--- config.mk ---
export PLATFORM = sky130hd
export DESIGN_NAME = dual_channel_muxed_adc_output
export DESIGN_NICKNAME = d
export VERILOG_FILES = /design/src/logic/conv_pkg.sv /design/src/logic/dual_channel_muxed_adc_output.sv
export SDC_FILE = /design/constraint.sdc
export NUM_CORES = 1
export LEC_CHECK = 0
export BUFFER_PORTS_ARGS = -buffer_cell sky130_fd_sc_hd__buf_2
export CORE_MARGIN = 2
export CORE_UTILIZATION = 55
export DETAILED_ROUTE_END_ITERATION = 12
export GPL_TIMING_DRIVEN = 0
export PLACE_DENSITY = 0.78
export SETUP_SLACK_MARGIN = 0.4
export SYNTH_ARGS = -nofsm -noshare
export SYNTH_HDL_FRONTEND = slang
export SYNTH_SLANG_ARGS = --single-unit
--- constraint.sdc ---
create_clock -name core_clk -period 5.9 [get_ports core_clk]
set_input_delay 1.77 -clock core_clk [delete_from_list [all_inputs] [get_ports core_clk]]
set_output_delay 1.77 -clock core_clk [all_outputs]
set_load 0.02 [all_outputs]
--- src/logic/conv_pkg.sv ---
`default_nettype none

package conv_pkg;

   // Word and buffer sizes
   localparam int SAMPLE_W    = 8;
   localparam int RES_W       = 9;
   localparam int FIFO_DEPTH  = 8;
   localparam int FIFO_WIDTH  = 2 * SAMPLE_W;

   // Half-cycle pipeline and output latch alignment
   localparam int PIPE_STAGES      = 7;
   localparam int A_LATENCY_HALVES = 10;
   localparam int B_LATENCY_HALVES = 11;
   localparam int A_TAP            = A_LATENCY_HALVES - 1;
   localparam int B_TAP            = B_LATENCY_HALVES - 1;
   localparam int CHAIN_LEN        = B_LATENCY_HALVES;

   // Redundant 1.5-bit stage thresholds, in input steps
   localparam logic signed [RES_W:0] DIGIT_HI   = 10'sd32;
   localparam logic signed [RES_W:0] DIGIT_LO   = -10'sd32;
   localparam logic signed [RES_W:0] HALF_SCALE = 10'sd128;
   localparam logic signed [RES_W:0] CODE_OFFSET = 10'sd128;

   // Reference select thresholds in millivolts
   localparam int REF_IN_W  = 11;
   localparam int SUPPLY_W  = 12;
   localparam int REF_CMP_W = 15;
   localparam logic [REF_IN_W-1:0]  REF_UNBUF_MAX_MV = 11'd300;
   localparam logic [REF_IN_W-1:0]  REF_BUF_LO_MV    = 11'd922;
   localparam logic [REF_IN_W-1:0]  REF_BUF_HI_MV    = 11'd1126;
   localparam logic [REF_CMP_W-1:0] REF_INT_DEN      = 15'd5;
   localparam logic [REF_CMP_W-1:0] REF_INT_NUM      = 15'd4;

   // Power control code, bit0 then bit1
   localparam logic [1:0] PWR_CODE_SHUTDOWN = 2'h0;
   localparam logic [1:0] PWR_CODE_STANDBY  = 2'h1;
   localparam logic [1:0] PWR_CODE_IDLE     = 2'h2;
   localparam logic [1:0] PWR_CODE_NORMAL   = 2'h3;

   typedef enum logic [2:0] {
      REF_INTERNAL   = 3'b001,
      REF_BUFFERED   = 3'b010,
      REF_UNBUFFERED = 3'b100
   } ref_mode_t;

   typedef enum logic [3:0] {
      PWR_SHUTDOWN = 4'b0001,
      PWR_STANDBY  = 4'b0010,
      PWR_IDLE     = 4'b0100,
      PWR_NORMAL   = 4'b1000
   } power_mode_t;

endpackage

`default_nettype wire

--- src/logic/dual_channel_muxed_adc_output.sv ---
`default_nettype none

module sample_fifo #(
   parameter int WIDTH = 16,
   parameter int DEPTH = 8
) (
   input  wire logic             clk,
   input  wire logic             rst_n,
   input  wire logic             in_valid,
   output logic                  in_ready,
   input  wire logic [WIDTH-1:0] in_data,
   output logic                  out_valid,
   input  wire logic             out_ready,
   output logic [WIDTH-1:0]      out_data
);
   localparam int PW = $clog2(DEPTH);
   localparam int CW = $clog2(DEPTH + 1);

   logic [WIDTH-1:0] mem [0:DEPTH-1];
   logic [PW-1:0]    wr_ptr_reg;
   logic [PW-1:0]    wr_ptr_next;
   logic [PW-1:0]    rd_ptr_reg;
   logic [PW-1:0]    rd_ptr_next;
   logic [CW-1:0]    count_reg;
   logic [CW-1:0]    count_next;
   logic             ready_reg;
   logic             ready_next;
   logic             push;
   logic             pop;

   always_comb begin
      push        = in_valid & ready_reg;
      pop         = out_ready & (count_reg != '0);
      wr_ptr_next = wr_ptr_reg;
      rd_ptr_next = rd_ptr_reg;
      if (push) begin
         wr_ptr_next = (wr_ptr_reg == PW'(DEPTH - 1)) ? '0 : wr_ptr_reg + PW'(1);
      end
      if (pop) begin
         rd_ptr_next = (rd_ptr_reg == PW'(DEPTH - 1)) ? '0 : rd_ptr_reg + PW'(1);
      end
      count_next = count_reg + CW'(push) - CW'(pop);
      // Ready from a flop so the source never sees a combinational path
      ready_next = (count_next != CW'(DEPTH));
   end

   always_ff @(posedge clk) begin
      if (!rst_n) begin
         wr_ptr_reg <= '0;
         rd_ptr_reg <= '0;
         count_reg  <= '0;
         ready_reg  <= 1'b0;
      end else begin
         wr_ptr_reg <= wr_ptr_next;
         rd_ptr_reg <= rd_ptr_next;
         count_reg  <= count_next;
         ready_reg  <= ready_next;
      end
   end

   always_ff @(posedge clk) begin
      if (push) begin
         mem[wr_ptr_reg] <= in_data;
      end
   end

   assign in_ready  = ready_reg;
   assign out_valid = (count_reg != '0);
   assign out_data  = mem[rd_ptr_reg];
endmodule // sample_fifo

module dual_channel_muxed_adc_output (
   input  wire logic                             core_clk,
   input  wire logic                             rst_n,
   input  wire logic                             conv_clk,
   input  wire logic                             sample_valid,
   output logic                                  sample_ready,
   input  wire logic [conv_pkg::SAMPLE_W-1:0]    first_channel,
   input  wire logic [conv_pkg::SAMPLE_W-1:0]    second_channel,
   input  wire logic                             power_control_bit0,
   input  wire logic                             power_control_bit1,
   input  wire logic [conv_pkg::REF_IN_W-1:0]    reference_select_input,
   input  wire logic [conv_pkg::SUPPLY_W-1:0]    supply_level_mv,
   output logic [conv_pkg::SAMPLE_W-1:0]         shared_output_bus,
   output logic                                  shared_output_bus_oe,
   output logic                                  channel_indicator,
   output logic [2:0]                            reference_mode,
   output logic                                  reference_buffers_on
);
   localparam int SW = conv_pkg::SAMPLE_W;
   localparam int RW = conv_pkg::RES_W;
   localparam int CL = conv_pkg::CHAIN_LEN;

   logic signed [RW-1:0]  res_a_reg [0:CL-1];
   logic signed [RW-1:0]  res_a_next [0:CL-1];
   logic signed [RW-1:0]  acc_a_reg [0:CL-1];
   logic signed [RW-1:0]  acc_a_next [0:CL-1];
   logic signed [RW-1:0]  res_b_reg [0:CL-1];
   logic signed [RW-1:0]  res_b_next [0:CL-1];
   logic signed [RW-1:0]  acc_b_reg [0:CL-1];
   logic signed [RW-1:0]  acc_b_next [0:CL-1];

   logic                  conv_prev_reg;
   logic [2*SW-1:0]       last_sample_reg;
   logic [2*SW-1:0]       last_sample_next;
   logic [SW-1:0]         bus_reg;
   logic [SW-1:0]         bus_next;
   logic                  bus_oe_reg;
   logic                  indicator_reg;
   logic                  indicator_next;
   conv_pkg::ref_mode_t   ref_mode_reg;
   conv_pkg::ref_mode_t   ref_mode_next;
   logic                  ref_buf_reg;
   logic                  ref_buf_next;
   conv_pkg::power_mode_t pwr_mode_reg;
   conv_pkg::power_mode_t pwr_mode_next;

   logic                  rise;
   logic                  fall;
   logic                  running;
   logic                  fifo_valid;
   logic [2*SW-1:0]       fifo_data;
   logic [2*SW-1:0]       sample_pair;
   logic [conv_pkg::REF_CMP_W-1:0] ref_scaled;
   logic [conv_pkg::REF_CMP_W-1:0] supply_scaled;

   // One redundant 1.5-bit stage: {residue, accumulated digits}
   function automatic logic [2*RW-1:0] resolve(input logic signed [RW-1:0] res,
                                               input logic signed [RW-1:0] acc);
      logic signed [RW:0] dbl;
      logic signed [RW:0] r_n;
      logic signed [RW:0] a_n;
      dbl = {res[RW-1], res} <<< 1;
      a_n = {acc[RW-1], acc} <<< 1;
      r_n = dbl;
      // Concatenation is unsigned; compare as signed or negatives look large
      if ($signed({res[RW-1], res}) >= conv_pkg::DIGIT_HI) begin
         r_n = dbl - conv_pkg::HALF_SCALE;
         a_n = a_n + 10'sd1;
      end else if ($signed({res[RW-1], res}) < conv_pkg::DIGIT_LO) begin
         r_n = dbl + conv_pkg::HALF_SCALE;
         a_n = a_n - 10'sd1;
      end
      return {r_n[RW-1:0], a_n[RW-1:0]};
   endfunction

   // Final correction: a negative last residue takes one step off
   function automatic logic [SW-1:0] to_code(input logic signed [RW-1:0] res,
                                             input logic signed [RW-1:0] acc);
      logic signed [RW:0] sum;
      sum = {acc[RW-1], acc} + conv_pkg::CODE_OFFSET;
      if (res[RW-1]) begin
         sum = sum - 10'sd1;
      end
      return sum[SW-1:0];
   endfunction

   // Converter clock treated as a synchronous level; edges found by comparison
   assign rise    = conv_clk & ~conv_prev_reg;
   assign fall    = ~conv_clk & conv_prev_reg;
   assign running = (pwr_mode_reg == conv_pkg::PWR_IDLE) ||
                    (pwr_mode_reg == conv_pkg::PWR_NORMAL);

   sample_fifo #(
      .WIDTH (conv_pkg::FIFO_WIDTH),
      .DEPTH (conv_pkg::FIFO_DEPTH)
   ) u_sample_fifo (
      .clk       (core_clk),
      .rst_n     (rst_n),
      .in_valid  (sample_valid),
      .in_ready  (sample_ready),
      .in_data   ({first_channel, second_channel}),
      .out_valid (fifo_valid),
      .out_ready (rise & running),
      .out_data  (fifo_data)
   );

   // Pipeline and output mux
   always_comb begin
      // Starved FIFO repeats the previous pair rather than stalling the clock
      sample_pair      = fifo_valid ? fifo_data : last_sample_reg;
      last_sample_next = last_sample_reg;
      bus_next         = bus_reg;
      indicator_next   = indicator_reg;
      for (int k = 0; k < CL; k++) begin
         res_a_next[k] = res_a_reg[k];
         acc_a_next[k] = acc_a_reg[k];
         res_b_next[k] = res_b_reg[k];
         acc_b_next[k] = acc_b_reg[k];
      end
      if (running && (rise || fall)) begin
         for (int k = 1; k < CL; k++) begin
            if (k <= conv_pkg::PIPE_STAGES) begin
               {res_a_next[k], acc_a_next[k]} = resolve(res_a_reg[k-1], acc_a_reg[k-1]);
               {res_b_next[k], acc_b_next[k]} = resolve(res_b_reg[k-1], acc_b_reg[k-1]);
            end else begin
               res_a_next[k] = res_a_reg[k-1];
               acc_a_next[k] = acc_a_reg[k-1];
               res_b_next[k] = res_b_reg[k-1];
               acc_b_next[k] = acc_b_reg[k-1];
            end
         end
      end
      if (running && rise) begin
         last_sample_next = sample_pair;
         res_a_next[0]    = {sample_pair[2*SW-1], sample_pair[2*SW-1:SW]};
         res_b_next[0]    = {sample_pair[SW-1], sample_pair[SW-1:0]};
         acc_a_next[0]    = '0;
         acc_b_next[0]    = '0;
         bus_next = to_code(res_a_reg[conv_pkg::A_TAP], acc_a_reg[conv_pkg::A_TAP]);
      end else if (running && fall) begin
         bus_next = to_code(res_b_reg[conv_pkg::B_TAP], acc_b_reg[conv_pkg::B_TAP]);
      end
      // Clock distribution runs in every mode but shutdown
      if (pwr_mode_reg != conv_pkg::PWR_SHUTDOWN) begin
         if (rise) begin
            indicator_next = 1'b1;
         end else if (fall) begin
            indicator_next = 1'b0;
         end
      end
   end

   // Power and reference control
   always_comb begin
      case ({power_control_bit0, power_control_bit1})
         conv_pkg::PWR_CODE_SHUTDOWN: pwr_mode_next = conv_pkg::PWR_SHUTDOWN;
         conv_pkg::PWR_CODE_STANDBY:  pwr_mode_next = conv_pkg::PWR_STANDBY;
         conv_pkg::PWR_CODE_IDLE:     pwr_mode_next = conv_pkg::PWR_IDLE;
         conv_pkg::PWR_CODE_NORMAL:   pwr_mode_next = conv_pkg::PWR_NORMAL;
         default:                     pwr_mode_next = conv_pkg::PWR_SHUTDOWN;
      endcase
      ref_scaled    = conv_pkg::REF_CMP_W'(reference_select_input) * conv_pkg::REF_INT_DEN;
      supply_scaled = conv_pkg::REF_CMP_W'(supply_level_mv) * conv_pkg::REF_INT_NUM;
      // Levels between the bands keep the previous mode
      ref_mode_next = ref_mode_reg;
      if (ref_scaled > supply_scaled) begin
         ref_mode_next = conv_pkg::REF_INTERNAL;
      end else if (reference_select_input >= conv_pkg::REF_BUF_LO_MV &&
                   reference_select_input <= conv_pkg::REF_BUF_HI_MV) begin
         ref_mode_next = conv_pkg::REF_BUFFERED;
      end else if (reference_select_input < conv_pkg::REF_UNBUF_MAX_MV) begin
         ref_mode_next = conv_pkg::REF_UNBUFFERED;
      end
      ref_buf_next = (ref_mode_next != conv_pkg::REF_UNBUFFERED) &&
                     (pwr_mode_next != conv_pkg::PWR_SHUTDOWN);
   end

   always_ff @(posedge core_clk) begin
      if (!rst_n) begin
         conv_prev_reg   <= 1'b0;
         last_sample_reg <= '0;
         bus_reg         <= '0;
         bus_oe_reg      <= 1'b0;
         indicator_reg   <= 1'b0;
         ref_mode_reg    <= conv_pkg::REF_INTERNAL;
         ref_buf_reg     <= 1'b0;
         pwr_mode_reg    <= conv_pkg::PWR_SHUTDOWN;
         for (int k = 0; k < CL; k++) begin
            res_a_reg[k] <= '0;
            acc_a_reg[k] <= '0;
            res_b_reg[k] <= '0;
            acc_b_reg[k] <= '0;
         end
      end else begin
         conv_prev_reg   <= conv_clk;
         last_sample_reg <= last_sample_next;
         // Bus word keeps updating while idle, so enabling shows the latest
         bus_reg         <= bus_next;
         bus_oe_reg      <= (pwr_mode_next == conv_pkg::PWR_NORMAL);
         indicator_reg   <= indicator_next;
         ref_mode_reg    <= ref_mode_next;
         ref_buf_reg     <= ref_buf_next;
         pwr_mode_reg    <= pwr_mode_next;
         for (int k = 0; k < CL; k++) begin
            res_a_reg[k] <= res_a_next[k];
            acc_a_reg[k] <= acc_a_next[k];
            res_b_reg[k] <= res_b_next[k];
            acc_b_reg[k] <= acc_b_next[k];
         end
      end
   end

   assign shared_output_bus    = bus_reg;
   assign shared_output_bus_oe = bus_oe_reg;
   assign channel_indicator    = indicator_reg;
   assign reference_mode       = ref_mode_reg;
   assign reference_buffers_on = ref_buf_reg;
endmodule // dual_channel_muxed_adc_output

`default_nettype wire

# [Yosys cells after proc, flatten, opt, wreduce, memory -nomap -nowiden]
# Memory sizes are Yosys's and may differ from the RTL's. A register that Yosys moved wholly into a read port is not among the register bits.
# Cells that the tools add are included.
[word_totals] out_inout_bits=15 mem_count=5 wordCells=318 register_bits=46 ramBits=524
[classes] n_eq_ne=13 n_lt_le_gt_ge=32 n_mul=1 mux=127 n_reduce_logical=13 bitwise=51 add_sub_neg=64
[memory_table] memory="u_sample_fifo.mem" depth=8 word_bits=16 read_ports=1 rd_clocked_by_memory_dff=1 write_ports=1 line="dual_channel_muxed_adc_output.sv:19" text="logic [WIDTH-1:0] mem [0:DEPTH-1];"
[memory_table] memory="acc_a_reg" depth=11 word_bits=9 read_ports=10 rd_clocked_by_memory_dff=0 write_ports=11 line="dual_channel_muxed_adc_output.sv:96" text="logic signed [RW-1:0] acc_a_reg [0:CL-1];"
[memory_table] memory="acc_b_reg" depth=11 word_bits=9 read_ports=11 rd_clocked_by_memory_dff=0 write_ports=11 line="dual_channel_muxed_adc_output.sv:100" text="logic signed [RW-1:0] acc_b_reg [0:CL-1];"
[memory_table] memory="res_a_reg" depth=11 word_bits=9 read_ports=10 rd_clocked_by_memory_dff=0 write_ports=11 line="dual_channel_muxed_adc_output.sv:94" text="logic signed [RW-1:0] res_a_reg [0:CL-1];"
[memory_table] memory="res_b_reg" depth=11 word_bits=9 read_ports=11 rd_clocked_by_memory_dff=0 write_ports=11 line="dual_channel_muxed_adc_output.sv:98" text="logic signed [RW-1:0] res_b_reg [0:CL-1];"
[ops] operator="$mux 9" n=104
[ops] operator="$mux 90" n=4
[ops] operator="$add 9x2->9 const B" n=14
[ops] operator="$add 9x9->9 const B" n=14
[ops] operator="$ge 9x7->1 const B" n=14
[ops] operator="$lt 9x6->1 const B" n=14
[ops] operator="$sub 9x2->9 const B" n=14
[ops] operator="$sub 9x9->9 const B" n=14
[ops] operator="$or 1x1->1" n=44
[ops] operator="$mux 8" n=4
[ops] operator="$mux 3" n=7
[ops] operator="$add 8x8->8 const B" n=2
[ops] operator="$mux 16" n=1
[ops] operator="$pmux 4 s4" n=1
[ops] operator="$sub 8x2->8 const B" n=2
[ops] operator="$gt 14x14->1" n=1
[ops] operator="$mul 11x3->14 const B" n=1
[ops] operator="$ge 11x10->1 const B" n=1
[ops] operator="$le 11x11->1 const B" n=1
[ops] operator="$lt 11x9->1 const B" n=1
[ops] operator="$eq 4x4->1 const B" n=2
[ops] operator="$ne 4x1->1 const B" n=2
[ops] operator="$add 3x1->3 const B" n=2
[ops] operator="$eq 3x3->1 const B" n=2
[ops] operator="17 further kinds" n=35

# [Longest topological paths before layout]
[logic_depth] ltp_word=7 mapped_depth=14 mapped_depth_nobuf=14

# [Hierarchy]
# Synthesis repeated with hierarchy kept, for this count alone.
[unflattened] cells_unflattened=1615 area_unflattened_um2=16055.4
[by_module_without_submodules] module="dual_channel_muxed_adc_output" instances=1 seq_area_each_um2=4344.2 cells_per_inst=1350 area_per_inst_um2=10431.3
[by_module_without_submodules] module="sample_fifo" instances=1 seq_area_each_um2=4124.0 cells_per_inst=265 area_per_inst_um2=5624.1

# [Worst setup path after synthesis]
# Ideal clock, no wire load.
[synth_timing] path_type="input port to flip-flop" startpoint="input port reference_select_input[1] in the netlist's numbering" endpoint="register ref_mode_reg[2], in the netlist reference_mode[2]" slack_ns=1.075 t_required_ns=5.839 path_stages=13 arrival_time_ns=4.764 path_cell_list="ha_1 -> ha_1 -> fa_1 -> a21o_1 -> a21oi_1 -> o211ai_1 -> a211oi_1 -> nor2_1 -> ha_1 -> a21oi_1 -> o21ai_0 -> o311ai_0 -> o2111a_1"
[synth_between] elab_chain_cells=4 elab_cells_between_ends=9
[synth_rtl] element="start, declared" line="dual_channel_muxed_adc_output.sv:82" text="input wire logic [conv_pkg::REF_IN_W-1:0] reference_select_input,"
[synth_rtl] element="branches (longest 3 deep; another with $mul 11x3->14)"
[synth_rtl] element="$mux 3 *" line="dual_channel_muxed_adc_output.sv:237" text="if (ref_scaled > supply_scaled) begin"
[synth_rtl] element="end signal, assigned" line="dual_channel_muxed_adc_output.sv:256" text="ref_mode_reg <= conv_pkg::REF_INTERNAL;"
[synth_rtl] element="end signal, assigned" line="dual_channel_muxed_adc_output.sv:272" text="ref_mode_reg <= ref_mode_next;"
[synth_rtl] element="end, declared" line="dual_channel_muxed_adc_output.sv:111" text="conv_pkg::ref_mode_t ref_mode_reg;"
# Every way passes the cells marked *.
# A chain may end at the register's enable or synchronous reset.

# [Worst setup path in the final report]
# Ends and elaborated chain as after synthesis.

==> results.sh <==
export IMPL_fmax_mhz=196.6
export IMPL_wirelength_um=36880
export IMPL_yosys_warnings=0
export IMPL_cts_clk_slew_worst_paths_ns=0.06
export IMPL_clkSinkCount=359
export IMPL_hp_start="acc_a_reg[7][7]"
export IMPL_start_util=0.5576
export IMPL_fin_setup_tns_ns=0
export IMPL_route_detailed_drc=0
export IMPL_hold_path_endpoint="acc_a_reg[8][7]"
export IMPL_critPathCaptureType="register"
export IMPL_maxCapViolCount=0
export IMPL_h_tree_depth=2
export IMPL_cts_setup_buffers=0
export IMPL_syn2layout_area_growth_pct=12.97
export IMPL_setup_slack_ns=0.8139
export IMPL_hpwl_um=25610
export IMPL_firstDrtPassIters=5
export IMPL_port_buffers=59
export IMPL_worstPathRequired_ns=6.37
export IMPL_min_path_type="register to register"
export IMPL_cts_resized=0
export IMPL_synth_seq_cells=359
export IMPL_relSlewSlack=0.3981
export IMPL_worstSetupPathType="input pin to register"
export IMPL_hold_buffers=0
export IMPL_vias=11910
export IMPL_dp_slack_ns=0.3093
export IMPL_leakagePower_nw=6.180
export IMPL_finalHoldViolations=0
export IMPL_drive_gt1_frac=0.1284
export IMPL_die_area_um2=30480
export IMPL_track_usage=0.2449
export IMPL_seq_area_frac_synth=0.5291
export IMPL_clk_latency_ns=0.53
export IMPL_grt_pass1_vias=11800
export IMPL_avgSynthCellArea_um2=10.01
export IMPL_whs_path_depth=2
export IMPL_startpoint_type="input pin"
export IMPL_core_rowCount=62
export IMPL_postRouteAntennaNets=0
export IMPL_gp_congestion=0.8413
export IMPL_reg2reg_from="shared_output_bus_oe"
export IMPL_arrival_ns=5.55
export IMPL_yosys_cell_types_count=59
export IMPL_fillers=2307
export IMPL_final_cells=2121
export IMPL_cts_root_buffer="clkbuf_16"
export IMPL_fin_skew_ns=0.01620
export IMPL_wl_per_cell_um=17.39
export IMPL_fin_crit_ns=5.086
export IMPL_drt_iter0_drc=851
export IMPL_antenna_found_initial=0
export IMPL_core_area_um2=28700
export IMPL_synth_fp_nets=1713
export IMPL_grt_max_degree=16
export IMPL_overflow=0
export IMPL_num_io_pins=60
export IMPL_status="completed"
export IMPL_final_util=0.6299
export IMPL_ys_flop_type="dfxtp_1"
export IMPL_diodes=0
export IMPL_synth_area_um2=16000
export IMPL_die_x_um=174.6
export IMPL_timing_rr_end="u_sample_fifo.in_ready"
export IMPL_r2r_slack_ns=2.69
export IMPL_slew_violations=0
export IMPL_setup_viol=0
export IMPL_largest_register_ffs=128
export IMPL_grt_setup_unrepaired="false"
export IMPL_fp_dieH_um=174.6
export IMPL_cts_buffers=37
export IMPL_critPathMaxFanout=4
export IMPL_async_flop_share=0
export IMPL_grt_pass1_wl_um=59730
export IMPL_place_inst=2054
export IMPL_nets=1823
export IMPL_vdd_ir_drop_worst_uv=367.4
export IMPL_synth_edf_count=128
export IMPL_cts_tree="built"
export IMPL_routed_via_density=5.617
export IMPL_worst_slew_pin_slew_ns=0.9029
export IMPL_power_density_nw_per_um2=295.3
export IMPL_clockBufferDepth=3
export IMPL_synthCells=1599
export IMPL_period_share=0.8621
export IMPL_r2r_cells=12
[worst max-delay path by stage]
stage                                    from                      end  slack, ns
floorplan           reference_select_input[1]        reference_mode[2]       1.08
global placement                 sample_valid  u_sample_fifo.mem[0][1]       0.37
detailed placement  reference_select_input[1]        reference_mode[2]       0.31
CTS                 reference_select_input[1]        reference_mode[2]       0.83
global route        reference_select_input[1]        reference_mode[2]       0.61
finish              reference_select_input[1]        reference_mode[2]       0.81
[placed cells by master (no fill, tap or decap), types with 6 or more instances in the layout]
cell         n
buf_2       96
clkbuf_16   37
xor2_1      28
nand3b_1     8
a211oi_1    69
nor2_1     149
a311oi_1     7
inv_1       81
clkbuf_1    51
buf_6        7
edfxtp_1   128
ha_1        67
buf_4        6
o211ai_1    19
nand2_1    292
clkinv_1     7
nand3_1     26
o21ai_0     31
dfxtp_1    231
mux2i_1     21
nand4_1      8
nor3_1      25
a211oi_2    12
xnor2_1     39
mux4_2      32
a21oi_1    158
[report_power, final]
part           leakage, nW  internal (mW)  switching (mW)
logic                 2.61          0.181           0.291
clock network        0.547           1.25           0.945
registers             3.02           2.63          0.0347
total                 6.18           4.07            1.27
[stage by stage]
step / hold WS (ns) / instance area (um^2) / power, mW
2_1_floorplan: 0.4319 / 16000 / 3.029
3_3_place_gp: 0.4369 / 16780 / 3.155
3_5_place_dp: 0.4440 / 16950 / 3.189
4_1_cts: 0.4513 / 18080 / 5.362
5_1_grt: 0.4649 / 18080 / 5.520
6_report: 0.4496 / 18080 / 5.338
[worst max-delay path, stage by stage]
cell and delay [ns]:
buf_2 0.12, ha_1 0.29, ha_1 0.24, fa_1 0.42, a21o_1 0.18, a21oi_1 0.32
o211ai_1 0.18, a211oi_1 0.25, nor2_1 0.08, ha_1 0.31, a21oi_1 0.13, o21ai_0 0.17
o311ai_0 0.78, o2111a_1 0.29
[kinds of logic after synthesis]
family                   count (synthesis)  synth area share
AO/OA/AOI/OAI                          325            0.1292
XOR/XNOR                                68           0.03768
adder cells (fa/ha/maj)                 69           0.05488
buffers and inverters                  167           0.04355
flip-flops                             359            0.5291
multiplexers                            53           0.05817
AND/OR/NAND/NOR                        558            0.1474
[synthesized netlist by cell type (3+ instances only)]
master / instances / share of area
xor2_1: 28 / 0.015
o211ai_1: 19 / 0.0089
o21ai_0: 31 / 0.0097
a311oi_1: 7 / 0.0038
nand3_1: 26 / 0.0081
ha_1: 67 / 0.052
a211oi_2: 12 / 0.0094
buf_2: 37 / 0.012
mux2i_1: 21 / 0.013
edfxtp_1: 128 / 0.24
and2_0: 3 / 0.0012
a221oi_1: 3 / 0.0016
nor4b_1: 5 / 0.0027
a211oi_1: 69 / 0.032
a31oi_1: 3 / 0.0012
nor3_1: 29 / 0.0091
mux4_2: 32 / 0.045
or3_1: 4 / 0.0016
inv_1: 81 / 0.019
and2_1: 4 / 0.0016
nor2_1: 152 / 0.036
nand2b_1: 4 / 0.0016
and3_1: 4 / 0.0016
nand3b_1: 8 / 0.0038
nor4_1: 6 / 0.0023
a21o_1: 5 / 0.0023
dfxtp_1: 231 / 0.29
nand2_1: 292 / 0.068
nand4_1: 8 / 0.0031
xnor2_1: 39 / 0.021
a21oi_1: 158 / 0.049
nor2b_1: 4 / 0.0016
clkbuf_1: 43 / 0.010
[cell type report]
class | count | area, um^2 | area share
Sequential cell | 359 | 8468 | 0.4684
Buffer | 85 | 389.1 | 0.02152
Tap cell | 384 | 480.5 | 0.02657
Clock buffer | 49 | 1011 | 0.05592
Clock inverter | 18 | 123.9 | 0.006851
Multi-Input combinational cell | 1073 | 6873 | 0.3801
Timing Repair Buffer | 71 | 426.7 | 0.02360
Inverter | 82 | 307.8 | 0.01702
[layer usage]
metal / wire, um / track usage
met2: 19140 / 0.4573
met1: 14660 / 0.2863
met3: 1994 / 0.03568
met4: 1091 / 0.08611
met5: 0 / 0
Note: power is estimated with default switching activity, not from simulation.
